<file path="config.mk">
export PLATFORM = sky130hd
export DESIGN_NAME = lcrd_driver
export DESIGN_NICKNAME = d
export VERILOG_FILES = /design/src/rtl/lcrd_pkg.sv /design/src/rtl/lcrd_driver.sv
export VERILOG_INCLUDE_DIRS = /design/src /design/src/rtl
export SDC_FILE = /design/constraint.sdc
export NUM_CORES = 1
export LEC_CHECK = 0
export ABC_AREA = 1
export BUFFER_PORTS_ARGS = -buffer_cell sky130_fd_sc_hd__buf_2
export CORE_MARGIN = 8
export CORE_UTILIZATION = 45
export DETAILED_ROUTE_END_ITERATION = 8
export GPL_ROUTABILITY_DRIVEN = 1
export MAX_ROUTING_LAYER = met4
export PLACE_DENSITY = 0.72
export SLEW_MARGIN = 20
export SYNTH_ARGS = -nofsm -noshare
export SYNTH_HDL_FRONTEND = slang
export SYNTH_SLANG_ARGS = --single-unit
</file>
<file path="constraint.sdc">
create_clock -name pclk -period 10 [get_ports pclk]
set_input_delay 1.5 -clock pclk [delete_from_list [all_inputs] [get_ports pclk]]
set_output_delay 1.5 -clock pclk [all_outputs]
set_load 0.005 [all_outputs]
</file>
<file path="src/rtl/lcrd_defines.svh">
// constants of the lcd column and row driver front end: sizes, offsets, reset values
`ifndef LCRD_DEFINES_SVH
`define LCRD_DEFINES_SVH

// number of drive outputs and half-chain length
`define LCRD_NUM_OUT 160
`define LCRD_HALF 80

// column groups per line in 4-bit and 8-bit format, and last group index
`define LCRD_LAST_GRP4 6'h27
`define LCRD_LAST_GRP8 6'h13

// register byte offsets on the apb bus
`define LCRD_CTRL_OFS 8'h00
`define LCRD_STATUS_OFS 8'h04

// control register field position and reset value
`define LCRD_CTRL_RUN_BIT 0
`define LCRD_CTRL_RESET 32'h00000001

// status register field positions
`define LCRD_STAT_COLMODE_BIT 0
`define LCRD_STAT_COUNT_LSB 1
`define LCRD_STAT_STATE_LSB 7
`define LCRD_STAT_CHAININ_BIT 9
`define LCRD_STAT_FIFO_LSB 10

`endif

</file>
<file path="src/rtl/lcrd_pkg.sv">
// types of the lcd column and row driver front end
`default_nettype none
package lcrd_pkg;

  // drive level chosen for one output
  typedef enum logic [2:0] {level_0, level_1, level_2, level_3, level_4, level_5} lcrd_level_t;

  // column capture sequence
  typedef enum logic [1:0] {col_idle, col_capture, col_done} lcrd_state_t;

  // all pins that enter from outside the clock domain
  typedef struct packed {
    logic mode_select;        // high column, low row
    logic shift_dir;          // data flow direction
    logic data_format_select; // 4 or 8 bit, single or dual chain
    logic display_off_n;      // low forces level_5
    logic frame_polarity;     // frame signal
    logic shift_clock;        // column data clock
    logic latch_pulse;        // latch / row shift clock
    logic [7:0] pixel_data;   // data inputs, top used bit (3 or 7) is the first
    logic chain_a_in;         // enable_chain_a pin level
    logic chain_b_in;         // enable_chain_b pin level
  } lcrd_pins_t;

  // one captured column group waiting in the buffer
  typedef struct packed {
    logic [5:0] grp;          // group index within the line
    logic [7:0] data;         // raw data inputs
  } lcrd_entry_t;

endpackage : lcrd_pkg
`default_nettype wire

</file>
<file path="src/rtl/lcrd_driver.sv">
// lcd column and row driver front end with apb status and control
`timescale 1ns/10ps
`default_nettype none
`include "lcrd_defines.svh"

// Summary of operation
// [RULE1] mode select high column, low row
// [RULE2] display off forces all outputs level_5
// [RULE3] column: latch line on latch falling edge
// [RULE4] chain in low plus clock.latch high enables
// [RULE5] system ties first chain input low
// [RULE6] column: direction picks chain input and output
// [RULE7] format selects 4 or 8 bit groups
// [RULE8] direction sets group to output mapping
// [RULE9] frame and data select drive level
// [RULE10] row: latch pulse shifts token one place
// [RULE11] column: shift clock takes one group
// [RULE12] row: direction picks token input and output
// [RULE13] row single chain over all 160 outputs
// [RULE14] row dual: eighth input feeds second half
// [RULE15] row: shift clock input held fixed
// [RULE16] after full line pass enable, ignore data
// [RULE17] chain output is one shift-clock pulse
module lcrd_driver (
  input wire logic pclk,                // system clock, 25 MHz
  input wire logic presetn,             // async reset, active low
  input wire logic [7:0] paddr,         // apb address
  input wire logic psel,                // apb select
  input wire logic penable,             // apb enable
  input wire logic pwrite,              // apb direction
  input wire logic [31:0] pwdata,       // apb write data
  output logic [31:0] prdata,           // apb read data
  output logic pready,                  // apb ready
  output logic pslverr,                 // apb error on unmapped address
  input wire logic mode_select,         // column or row mode pin
  input wire logic shift_dir,           // direction pin
  input wire logic data_format_select,  // format pin
  input wire logic display_off_n,       // display off pin
  input wire logic frame_polarity,      // frame pin
  input wire logic shift_clock,         // column shift clock pin
  input wire logic latch_pulse,         // latch pulse pin
  input wire logic [7:0] pixel_data_in, // data pins
  input wire logic enable_chain_a_in,   // chain a pin level
  output logic enable_chain_a_out,      // chain a drive value
  output logic enable_chain_a_oe,       // chain a driven
  input wire logic enable_chain_b_in,   // chain b pin level
  output logic enable_chain_b_out,      // chain b drive value
  output logic enable_chain_b_oe,       // chain b driven
  output logic [159:0][2:0] drive_outputs // level code per output
);

  // pin synchronisers and filter
  lcrd_pkg::lcrd_pins_t pins_raw; // pins as a bundle
  lcrd_pkg::lcrd_pins_t sync1;    // first stage, read only by sync2
  lcrd_pkg::lcrd_pins_t sync2;    // second stage
  lcrd_pkg::lcrd_pins_t sync3;    // third stage
  lcrd_pkg::lcrd_pins_t filt;     // accepted pin levels
  lcrd_pkg::lcrd_pins_t filt_q;   // accepted levels one cycle back
  lcrd_pkg::lcrd_pins_t next_filt;

  // control and sequence state
  logic [31:0] ctrl;                  // control register
  lcrd_pkg::lcrd_state_t state;       // column capture state
  lcrd_pkg::lcrd_state_t next_state;
  logic [5:0] count;                  // next group index
  logic col_out_n;                    // column chain output, active low
  logic [159:0] col_bits;             // shifted-in line
  logic [159:0] lat;                  // latched line
  logic [159:0] tok;                  // row token chain
  logic [159:0] next_tok;
  logic [159:0] wr_mask;
  logic [159:0] wr_val;

  // two-entry buffer between capture and line store
  lcrd_pkg::lcrd_entry_t buf_mem [2]; // entries
  logic wr_ptr;                       // fill pointer
  logic rd_ptr;                       // drain pointer
  logic [1:0] fill_cnt;               // occupancy

  // pin bundle
  assign pins_raw = '{mode_select, shift_dir, data_format_select, display_off_n, frame_polarity,
                      shift_clock, latch_pulse, pixel_data_in, enable_chain_a_in, enable_chain_b_in};

  // a change is taken once the second and third stages agree
  assign next_filt = lcrd_pkg::lcrd_pins_t'((~(sync2 ^ sync3) & sync3) | ((sync2 ^ sync3) & filt));

  // synchroniser and filter registers
  always_ff @(posedge pclk or negedge presetn)
  begin
    if (!presetn)
    begin
      sync1 <= '0;
      sync2 <= '0;
      sync3 <= '0;
      filt <= '0;
      filt_q <= '0;
    end
    else
    begin
      sync1 <= pins_raw;
      sync2 <= sync1;
      sync3 <= sync2;
      filt <= next_filt;
      filt_q <= filt;
    end
  end

  // decoded modes and edges
  wire run = ctrl[`LCRD_CTRL_RUN_BIT];                  // block steps only while set
  wire col_mode = filt.mode_select;                     // [RULE1]
  wire dir_up = filt.shift_dir;
  wire fmt8 = filt.data_format_select;                  // [RULE7]
  wire scp_rise = filt.shift_clock & ~filt_q.shift_clock;
  wire lp_fall = ~filt.latch_pulse & filt_q.latch_pulse;
  wire chain_in = dir_up ? filt.chain_a_in : filt.chain_b_in; // [RULE6] [RULE12]
  wire [5:0] last_grp = fmt8 ? `LCRD_LAST_GRP8 : `LCRD_LAST_GRP4;
  wire col_step = col_mode & run;
  wire row_step = ~col_mode & run & lp_fall;            // [RULE10]

  // capture when enabled, or on the edge the enable arrives; done ignores data
  wire cap_evt = col_step & scp_rise & (state != lcrd_pkg::col_done)
                 & ((state == lcrd_pkg::col_capture) | ~chain_in); // [RULE11] [RULE16]
  wire fill_ready = (fill_cnt != 2'h2);                  // drops the capture when full
  wire cap_go = cap_evt & fill_ready;
  wire cap_last = cap_go & (count == last_grp);
  wire arm = col_step & (state == lcrd_pkg::col_idle) & ~chain_in
             & filt.shift_clock & filt.latch_pulse;     // [RULE4]
  wire drain_valid = (fill_cnt != 2'h0);
  wire drain_ready = ~lp_fall;                           // line store held while latching
  wire drain_go = drain_valid & drain_ready;
  lcrd_pkg::lcrd_entry_t head;
  assign head = buf_mem[rd_ptr];

  // column sequence next state
  always_comb
  begin
    next_state = state;
    if (!col_step || lp_fall)
      next_state = lcrd_pkg::col_idle;                   // new line starts after latch
    else if (cap_last)
      next_state = lcrd_pkg::col_done;                   // [RULE16]
    else if (cap_go || arm)
      next_state = lcrd_pkg::col_capture;                // [RULE4]
  end

  // column sequence registers
  always_ff @(posedge pclk or negedge presetn)
  begin
    if (!presetn)
    begin
      state <= lcrd_pkg::col_idle;
      count <= 6'h00;
    end
    else
    begin
      state <= next_state;
      if (!col_step || lp_fall)
        count <= 6'h00;
      else if (cap_go)
        count <= count + 6'h01;                          // [RULE11]
    end
  end

  // chain output: low for one shift clock after the last group
  always_ff @(posedge pclk or negedge presetn)
  begin
    if (!presetn)
      col_out_n <= 1'b1;
    else if (cap_last)
      col_out_n <= 1'b0;                                 // [RULE16] [RULE17]
    else if (scp_rise || !col_mode)
      col_out_n <= 1'b1;                                 // [RULE17]
  end

  // buffer fill and drain
  always_ff @(posedge pclk or negedge presetn)
  begin
    if (!presetn)
    begin
      wr_ptr <= 1'b0;
      rd_ptr <= 1'b0;
      fill_cnt <= 2'h0;
      buf_mem[0] <= '0;
      buf_mem[1] <= '0;
    end
    else
    begin
      if (cap_go)
      begin
        buf_mem[wr_ptr] <= '{count, filt.pixel_data};
        wr_ptr <= ~wr_ptr;
      end
      if (drain_go)
        rd_ptr <= ~rd_ptr;
      fill_cnt <= fill_cnt + {1'b0, cap_go} - {1'b0, drain_go};
    end
  end

  // per output: line-store write, token step and level choice
  genvar n;
  generate
    for (n = 0; n < `LCRD_NUM_OUT; n++)
    begin : g_out
      localparam int PUP = n;
      localparam int PDN = `LCRD_NUM_OUT - 1 - n;
      // group and data bit for this output in each direction and format
      wire hit4 = dir_up ? (head.grp == 6'(PUP / 4)) : (head.grp == 6'(PDN / 4));
      wire hit8 = dir_up ? (head.grp == 6'(PUP / 8)) : (head.grp == 6'(PDN / 8));
      wire bit4 = dir_up ? head.data[3 - (PUP % 4)] : head.data[3 - (PDN % 4)];
      wire bit8 = dir_up ? head.data[7 - (PUP % 8)] : head.data[7 - (PDN % 8)];
      assign wr_mask[n] = drain_go & (fmt8 ? hit8 : hit4);  // [RULE7] [RULE8]
      assign wr_val[n] = fmt8 ? bit8 : bit4;                // [RULE8]
      // token source from below (upward flow) and from above (downward flow)
      wire src_up;
      wire src_dn;
      if (n == 0)
        assign src_up = filt.chain_a_in;                    // [RULE12]
      else if (n == `LCRD_HALF)
        assign src_up = fmt8 ? filt.pixel_data[7] : tok[n - 1]; // [RULE14]
      else
        assign src_up = tok[n - 1];                         // [RULE13]
      if (n == `LCRD_NUM_OUT - 1)
        assign src_dn = filt.chain_b_in;                    // [RULE12]
      else if (n == `LCRD_HALF - 1)
        assign src_dn = fmt8 ? filt.pixel_data[7] : tok[n + 1]; // [RULE14]
      else
        assign src_dn = tok[n + 1];                         // [RULE13]
      assign next_tok[n] = dir_up ? src_up : src_dn;
      // frame and data pick the level; display off overrides
      wire d = col_mode ? lat[n] : tok[n];
      lcrd_pkg::lcrd_level_t next_lvl;
      assign next_lvl = !filt.display_off_n ? lcrd_pkg::level_5 :            // [RULE2]
                        col_mode ? (filt.frame_polarity ? (d ? lcrd_pkg::level_0 : lcrd_pkg::level_2)
                                                        : (d ? lcrd_pkg::level_5 : lcrd_pkg::level_3))
                                 : (filt.frame_polarity ? (d ? lcrd_pkg::level_5 : lcrd_pkg::level_1)
                                                        : (d ? lcrd_pkg::level_0 : lcrd_pkg::level_4)); // [RULE9]
      // output level register
      always_ff @(posedge pclk or negedge presetn)
      begin
        if (!presetn)
          drive_outputs[n] <= lcrd_pkg::level_5;
        else
          drive_outputs[n] <= next_lvl;
      end
    end
  endgenerate

  // line store, latch and token registers
  always_ff @(posedge pclk or negedge presetn)
  begin
    if (!presetn)
    begin
      col_bits <= '0;
      lat <= '0;
      tok <= '0;
    end
    else
    begin
      col_bits <= (col_bits & ~wr_mask) | (wr_val & wr_mask);
      if (col_step && lp_fall)
        lat <= col_bits;                                 // [RULE3]
      if (row_step)
        tok <= next_tok;                                 // [RULE10] [RULE13] [RULE14]
    end
  end

  // chain pins: the input side is never driven
  always_ff @(posedge pclk or negedge presetn)
  begin
    if (!presetn)
    begin
      enable_chain_a_oe <= 1'b0;
      enable_chain_b_oe <= 1'b0;
      enable_chain_a_out <= 1'b1;
      enable_chain_b_out <= 1'b1;
    end
    else
    begin
      enable_chain_a_oe <= ~dir_up;                      // [RULE6] [RULE12]
      enable_chain_b_oe <= dir_up;                       // [RULE6] [RULE12]
      enable_chain_a_out <= col_mode ? col_out_n : tok[0];
      enable_chain_b_out <= col_mode ? col_out_n : tok[`LCRD_NUM_OUT - 1];
    end
  end

  // apb decode
  wire setup = psel & ~penable;
  wire acc_done = psel & penable & pready;
  wire hit_ctrl = (paddr == `LCRD_CTRL_OFS);
  wire hit_stat = (paddr == `LCRD_STATUS_OFS);
  wire [31:0] status = {20'h00000, fill_cnt, chain_in, 2'(state), count, col_mode};
  wire [31:0] rd_mux = hit_ctrl ? ctrl : (hit_stat ? status : 32'h00000000);

  // apb slave: answers in the cycle after setup, writes at the completing edge
  always_ff @(posedge pclk or negedge presetn)
  begin
    if (!presetn)
    begin
      ctrl <= `LCRD_CTRL_RESET;
      prdata <= 32'h00000000;
      pready <= 1'b0;
      pslverr <= 1'b0;
    end
    else
    begin
      pready <= setup;
      pslverr <= setup & ~(hit_ctrl | hit_stat);
      if (setup && !pwrite)
        prdata <= rd_mux;
      if (acc_done && pwrite && hit_ctrl)
        ctrl <= {31'h00000000, pwdata[`LCRD_CTRL_RUN_BIT]};
    end
  end
endmodule : lcrd_driver
`default_nettype wire

</file>
# Word level (Yosys, flattened, before mapping)
# Index checks and enable logic that the tools add are counted.
# Widths: inputs -> output; s select.
# totals
elab_cells	2114
register_bits	1110
inputBits	62
output_inout_bits	518
# op_classes
magnitude_cmp	3
eq_ne	44
bitwise_logic	82
n_addsub	3
mux	1741
n_reduce_logical	18
# op_table
op	n
$mux 3	1120
$mux 1	447
$mux 2	163
$and 160x160->160	2
$not 160->160	1
$or 160x160->160	1
$eq 6x5->1 const B	16
$and 1x1->1	59
$mux 14	4
$eq 6x4->1 const B	8
$eq 6x6->1 const B	8
$and 17x17->17	2
$mux 32	1
$bwmux 28	1
$eq 6x3->1 const B	4
$mux 6	3
$not 17->17	1
$or 17x17->17	1
$xor 17x17->17	1
$demux 14 s1	1
$eq 6x2->1 const B	2
$mux 12	1
$not 1->1	10
$eq 8x3->1 const B	1
other kinds (19)	33

# Longest topological paths before layout
# Gate-level depths: netlist of run 1.
# logic_depth
word_depth	11
ltp_mapped	13
depth_no_buf	11

# Worst setup path before layout of run 1
# No wires, ideal clock.
# synth_timing
kind	reg2reg
from	reg (tool-made name)
to	reg drive_outputs[101] (netlist bit)
path_buffers	0
t_arrival_ns	3.959
setup_time_ns	0.094
slack_ns	5.947
period_less_slack_ns	4.053
required_time_ns	9.906
path_stages_with_launch	5
cell_sequence	dfrtp_1 -> inv_1 -> ha_1 -> nand2_1 -> nand3_1
# synth_rtl
item	line_no	rtl
end signal: indexed assignment	lcrd_driver.sv:241	drive_outputs[n] <= lcrd_pkg::level_5;
end signal: indexed assignment	lcrd_driver.sv:243	drive_outputs[n] <= next_lvl;
end: declaration	lcrd_driver.sv:49	output logic [159:0][2:0] drive_outputs

==> results of run 1 <==
-- synthesized netlist by cell type, types with 2 or more instances --
cell / count / area [sq um]
a21oi_1: 6 / 30.0
a22oi_1: 2 / 15.0
a31oi_1: 2 / 12.5
buf_1: 32 / 120
buf_2: 63 / 315
buf_4: 185 / 1390
buf_6: 8 / 90.1
clkbuf_1: 156 / 586
dfrtp_1: 766 / 19200
dfstp_2: 165 / 4340
ha_1: 163 / 2040
inv_1: 206 / 773
inv_2: 4 / 15.0
maj3_1: 17 / 170
mux2_2: 161 / 1810
nand2_1: 1258 / 4720
nand2_2: 30 / 188
nand2_4: 25 / 282
nand3_1: 202 / 1010
nand3_2: 48 / 480
nand4_1: 163 / 1020
nor2_1: 173 / 649
nor2_4: 4 / 45.0
nor2_8: 6 / 120
nor3_1: 4 / 20.0
nor4_1: 2 / 12.5
o211ai_1: 157 / 1180
o21ai_0: 362 / 1810
o21ai_1: 12 / 60.1
o22ai_1: 2 / 12.5
o31ai_1: 11 / 82.6
xor2_1: 3 / 26.3
-- through the flow --
step                      std cells   util
after global routing           5985  0.509
final                          5986  0.509
after floorplan                4421      -
after global placement         5806  0.475
after detailed placement       5806  0.475
after CTS                      5984  0.509
-- power groups by stage --
| stage | registers, mW | clock network [mW] | logic [mW] |
|---|---|---|---|
| 3_5_place_dp | 4.51 | 0 | 1.68 |
| 3_3_place_gp | 4.50 | 0 | 1.64 |
| 6_report | 4.45 | 3.65 | 1.68 |
| 2_1_floorplan | 4.40 | 0 | 1.18 |
| 4_1_cts | 4.45 | 3.72 | 1.69 |
| 5_1_grt | 4.49 | 3.86 | 1.86 |
-- critical path, cell delays in order, from the launching register on --
cell	delay, ns
dfrtp_4	1.04
buf_4	0.86
buf_4	0.79
buf_4	0.76
nand2_1	0.11
o211ai_1	0.13
o21ai_0	0.13
-- routing by layer --
layer / part of all wire / GRT usage
met1: 0.42 / 0.320
met2: 0.46 / 0.343
met3: 0.086 / 0.0434
met4: 0.036 / 0.0791
met5: 0 / -
-- cell type report --
type | instances | area, sq um
timing repair buffer | 565 | 3030
fill | 8521 | 46300
tap | 1265 | 1580
clock inverter | 41 | 458
multi-input combinational | 2836 | 15900
clock buffer | 137 | 2790
antenna | 1 | 2.50
sequential | 931 | 23500
inverter | 210 | 796
-- final timing paths --
check | startpoint | to | slack (ns) | cells after the start
setup reg to reg | register | tok[147] | 5.86 | 6
min in group asynchronous | presetn | sync1[16] | 0.88 | 1
hold reg to reg | sync1[14] | sync2[14] | 0.35 | 0
max in group asynchronous | presetn | tok[98] | 6.86 | 3
hold / removal | sync1[14] | sync2[14] | 0.35 | 0
setup / recovery | register | tok[147] | 5.86 | 6
-- logic make-up after synthesis --
family | after synthesis | synth area share
buffers and inverters | 654 | 0.0772
other | 1 | 0.0000880
xor gates and xnor gates | 4 | 0.000822
and+or+nand+nor | 1917 | 0.201
AOI/OAI and AO/OA | 554 | 0.0752
adders and majority gates | 180 | 0.0518
muxes | 161 | 0.0425
DFF | 931 | 0.551
==> flow_metrics.tcl, run 1 <==
set metrics [dict create \
    cts_hold_buffers 0 \
    status "completed" \
    place.gp.congestion 0.873 \
    final_common_cell "nand2_1" \
    clk_pin_slew_ns 0.06 \
    rsz0062_at_grt "no" \
    setup_violations 0 \
    synth-seq-area-share 0.551 \
    dp_slack_ns 5.90 \
    grt_max_degree 235 \
    wl_per_cell_um 20.2 \
    clock_path_buffers 3 \
    maxSlewHeadroom 0.216 \
    grt_pass1_wl_um 184000 \
    fin_worst_skew_ns 0.0330 \
    cts_max_level 3 \
    ys_warn_count 0 \
    core_sq_um 94400 \
    internal-power_mw 6.82 \
    p_sw_frac 0.302 \
    dieWidth_um 324 \
    post_synth_num_cell_types 36 \
    clock_latency_ns 0.68 \
    fin_tns_setup_ns 0 \
    power_switching_mw 2.96 \
    worstPathMaxFanout 95 \
    cts_setup_buffers 0 \
    period_needed_ns 4.14 \
    layout.cells.most_common_list "nand2_1, dfrtp_1, buf_2, o21ai_0, inv_1" \
    placed_cell_area_sq_um 44800 \
    drv_cap 0 \
    syn-instance-count 4402 \
    power_frac_seq 0.455 \
    power.density_nw_per_um2 203 \
    fmax_mhz 242 \
    clockRootBuffer "clkbuf_16" \
    ir_worst_vdd_mv 0.146 \
    synthFlopType "dfrtp_1" \
    numClockSinks 931 \
    ioPinCount 580 \
    critPathKind "reg -> reg" \
    synthArstFlopShare 1.00 \
    start_util 0.451 \
    syn_area_sq_um 42600 \
    drt_iter0_markers 3633 \
    final.period_utilization 0.414 \
    vias_per_cell 5.35 \
    portBuffers 528 \
    area_growth_pct 12.9 \
    cts_tree "built" \
    whs_ns 0.347 \
    grt_pass1_vias 30000 \
    arrival_ns 4.65 \
    cp-start-kind "register" \
    cts_buffers 95 \
    rows 113 \
    synth.avg_cell_area_sq_um 9.68 \
    design_area_sq_um 48100 \
    fin_ws_ns 5.86 \
    die_h_um 324 \
    cts_resized 0 \
    synth_edf_count 0 \
    postRouteAntennaNets 0 \
    tightest_slew_ns 1.18 \
    grt_use_total 0.231 \
    antenna_found_initial 0 \
    hold_class "reg -> reg" \
    crit_required_ns 10.51 \
    place_hpwl_um 82400 \
    drc_errors 0 \
    layout.nets 4864 \
    grt_overflow 0 \
    slew_violations 0 \
    dr.pass1.iters 6 \
    drive_above_1_share 0.249 \
    ys_seq_elements 931 \
    cellLeakagePower_nw 24.2 \
    num_vias 32000 \
    die-area_sq_um 105000 \
    combPwrFrac 0.172 \
    total_power_mw 9.78 \
    hold_viol_final 0 \
    finalWirelength_um 121000 \
    setup.worst_path.end_class "register" \
    p_clk_frac 0.373 \
]
Note: power is estimated with default switching activity, not from simulation.
==> run 2, diff against run 1 <==
PLACE_DENSITY = 0.74   (was 0.72)
clock period = 3.6 ns   (was 10 ns; I/O delays follow)
==> flow_metrics.tcl, run 2 (synthesis gave the netlist of run 1 again) <==
set metrics [dict create \
    min_from "enable_chain_a_in" \
    period_needed_ns 2.76 \
    critPathKind "reg -> out" \
    place.gp.congestion 0.875 \
    cts_tree "built" \
    grt_pass1_vias 30800 \
    clock_latency_ns 0.70 \
    wl_per_cell_um 20.1 \
    dr.pass1.iters 6 \
    ioPinCount 580 \
    drc_errors 0 \
    fmax_mhz 362 \
    layout.cells.most_common_list "nand2_1, dfrtp_1, buf_2, o21ai_0, inv_1" \
    finalNonFillerCells 6025 \
    fin_tns_setup_ns 0 \
    numPlacedInstances 5827 \
    crit_start "drive_outputs[186]" \
    portBuffers 528 \
    postRouteAntennaNets 0 \
    grt_use_total 0.232 \
    max_stage_delay_ns 1.16 \
    final.period_utilization 0.768 \
    num_vias 32300 \
    arrival_ns 2.22 \
    whs_ns 0.0489 \
    cp-start-kind "register" \
    critPathBufInv 1 \
    maxSlewHeadroom 0.315 \
    path_delay_family "flip-flops" \
    slew_violations 0 \
    numClockSinks 931 \
    clock_path_buffers 3 \
    die-area_sq_um 105000 \
    power.density_nw_per_um2 570 \
    grt_overflow 0 \
    crit_required_ns 3.06 \
    diodes 0 \
    path_cells "buf_2" \
    hold_class "in -> reg" \
    vias_per_cell 5.36 \
    cts_buffers 96 \
    final_common_cell "nand2_1" \
    cellLeakagePower_nw 24.5 \
    antenna_found_initial 3 \
    place_hpwl_um 81900 \
    rows 113 \
    drt_iter0_markers 3779 \
    worstPathMaxFanout 160 \
    drive_above_1_share 0.252 \
    grt_pass1_wl_um 184000 \
    fin_worst_skew_ns 0.0582 \
    die_h_um 324 \
    cts_max_level 3 \
    start_util 0.451 \
    rsz0062_at_grt "no" \
    status "completed" \
    slowest_stage "dfstp_4" \
    setup.worst_path.end_class "primary output" \
    tightest_slew_ns 1.03 \
    hold_viol_final 0 \
    area_growth_pct 14.6 \
    finalWirelength_um 121000 \
    total_power_mw 27.8 \
    layout.nets 4904 \
    grt_max_degree 175 \
    dieWidth_um 324 \
    drv_cap 0 \
    setup_violations 0 \
    core_sq_um 94400 \
    clk_pin_slew_ns 0.06 \
    clockRootBuffer "clkbuf_16" \
    ir_worst_vdd_mv 0.401 \
]
## run 2: cell types whose count changed in the layout (fill, tap and decap cells not counted), sizes merged
cell / previous run / this run
buf: 565 / 587
clkinv: 26 / 13
dlygate4sd3: 0 / 17
inv: 215 / 214
clkinvlp: 3 / 12
bufinv: 7 / 13
diode: 1 / 0
## run 2: final timing paths
path                                            to  slack [ns]  depth (start not counted)
worst max-delay path            drive_outputs[459]        0.84                          1
worst min-delay path                      sync1[1]        0.05                          1
worst max register to register  drive_outputs[242]        1.05                          6
worst min register to register           sync2[15]        0.34                          0
max in group asynchronous       drive_outputs[116]        2.06                          3
min in group asynchronous                async pin        0.48                          2
## run 2: layout make-up
cell class / count / area, sq um
sequential: 931 / 23500
fill: 8267 / 45600
clock inverter: 42 / 654
multi-input combinational: 2836 / 15900
inverter: 210 / 795
timing repair buffer: 604 / 3570
tap: 1265 / 1580
clock buffer: 137 / 2780
## run 2: metal layers
metal / vias up / GRT usage / part of all wire
li1: 15000 / - / -
met1: 15700 / 0.309 / 0.42
met2: 1331 / 0.336 / 0.44
met3: 298 / 0.0505 / 0.083
met4: 0 / 0.111 / 0.055
met5: - / - / 0
## run 2: repair_timing
action,4_1_cts,5_1_grt
hold buffers,17,0
resized for setup,0,0
hold endpoints to repair,65,0
setup buffers,0,0
## run 2: where the power goes
| part | leakage, nW | switching, mW | internal (mW) | total, mW |
|---|---|---|---|---|
| clock network | 1.65 | 4.33 | 6.36 | 10.7 |
| registers | 12.1 | 0.627 | 11.6 | 12.3 |
| logic | 10.8 | 3.43 | 1.45 | 4.88 |
| total | 24.5 | 8.39 | 19.4 | 27.8 |
## run 2: per-stage QoR
stage | utilization | setup WS (ns) | area, sq um
after floorplan | - | 0.327 | 42700
after global placement | 0.478 | 1.09 | 45200
final | 0.517 | 0.836 | 48800
after detailed placement | 0.478 | 0.970 | 45200
after CTS | 0.516 | 0.792 | 48800
after global routing | 0.517 | 0.647 | 48800
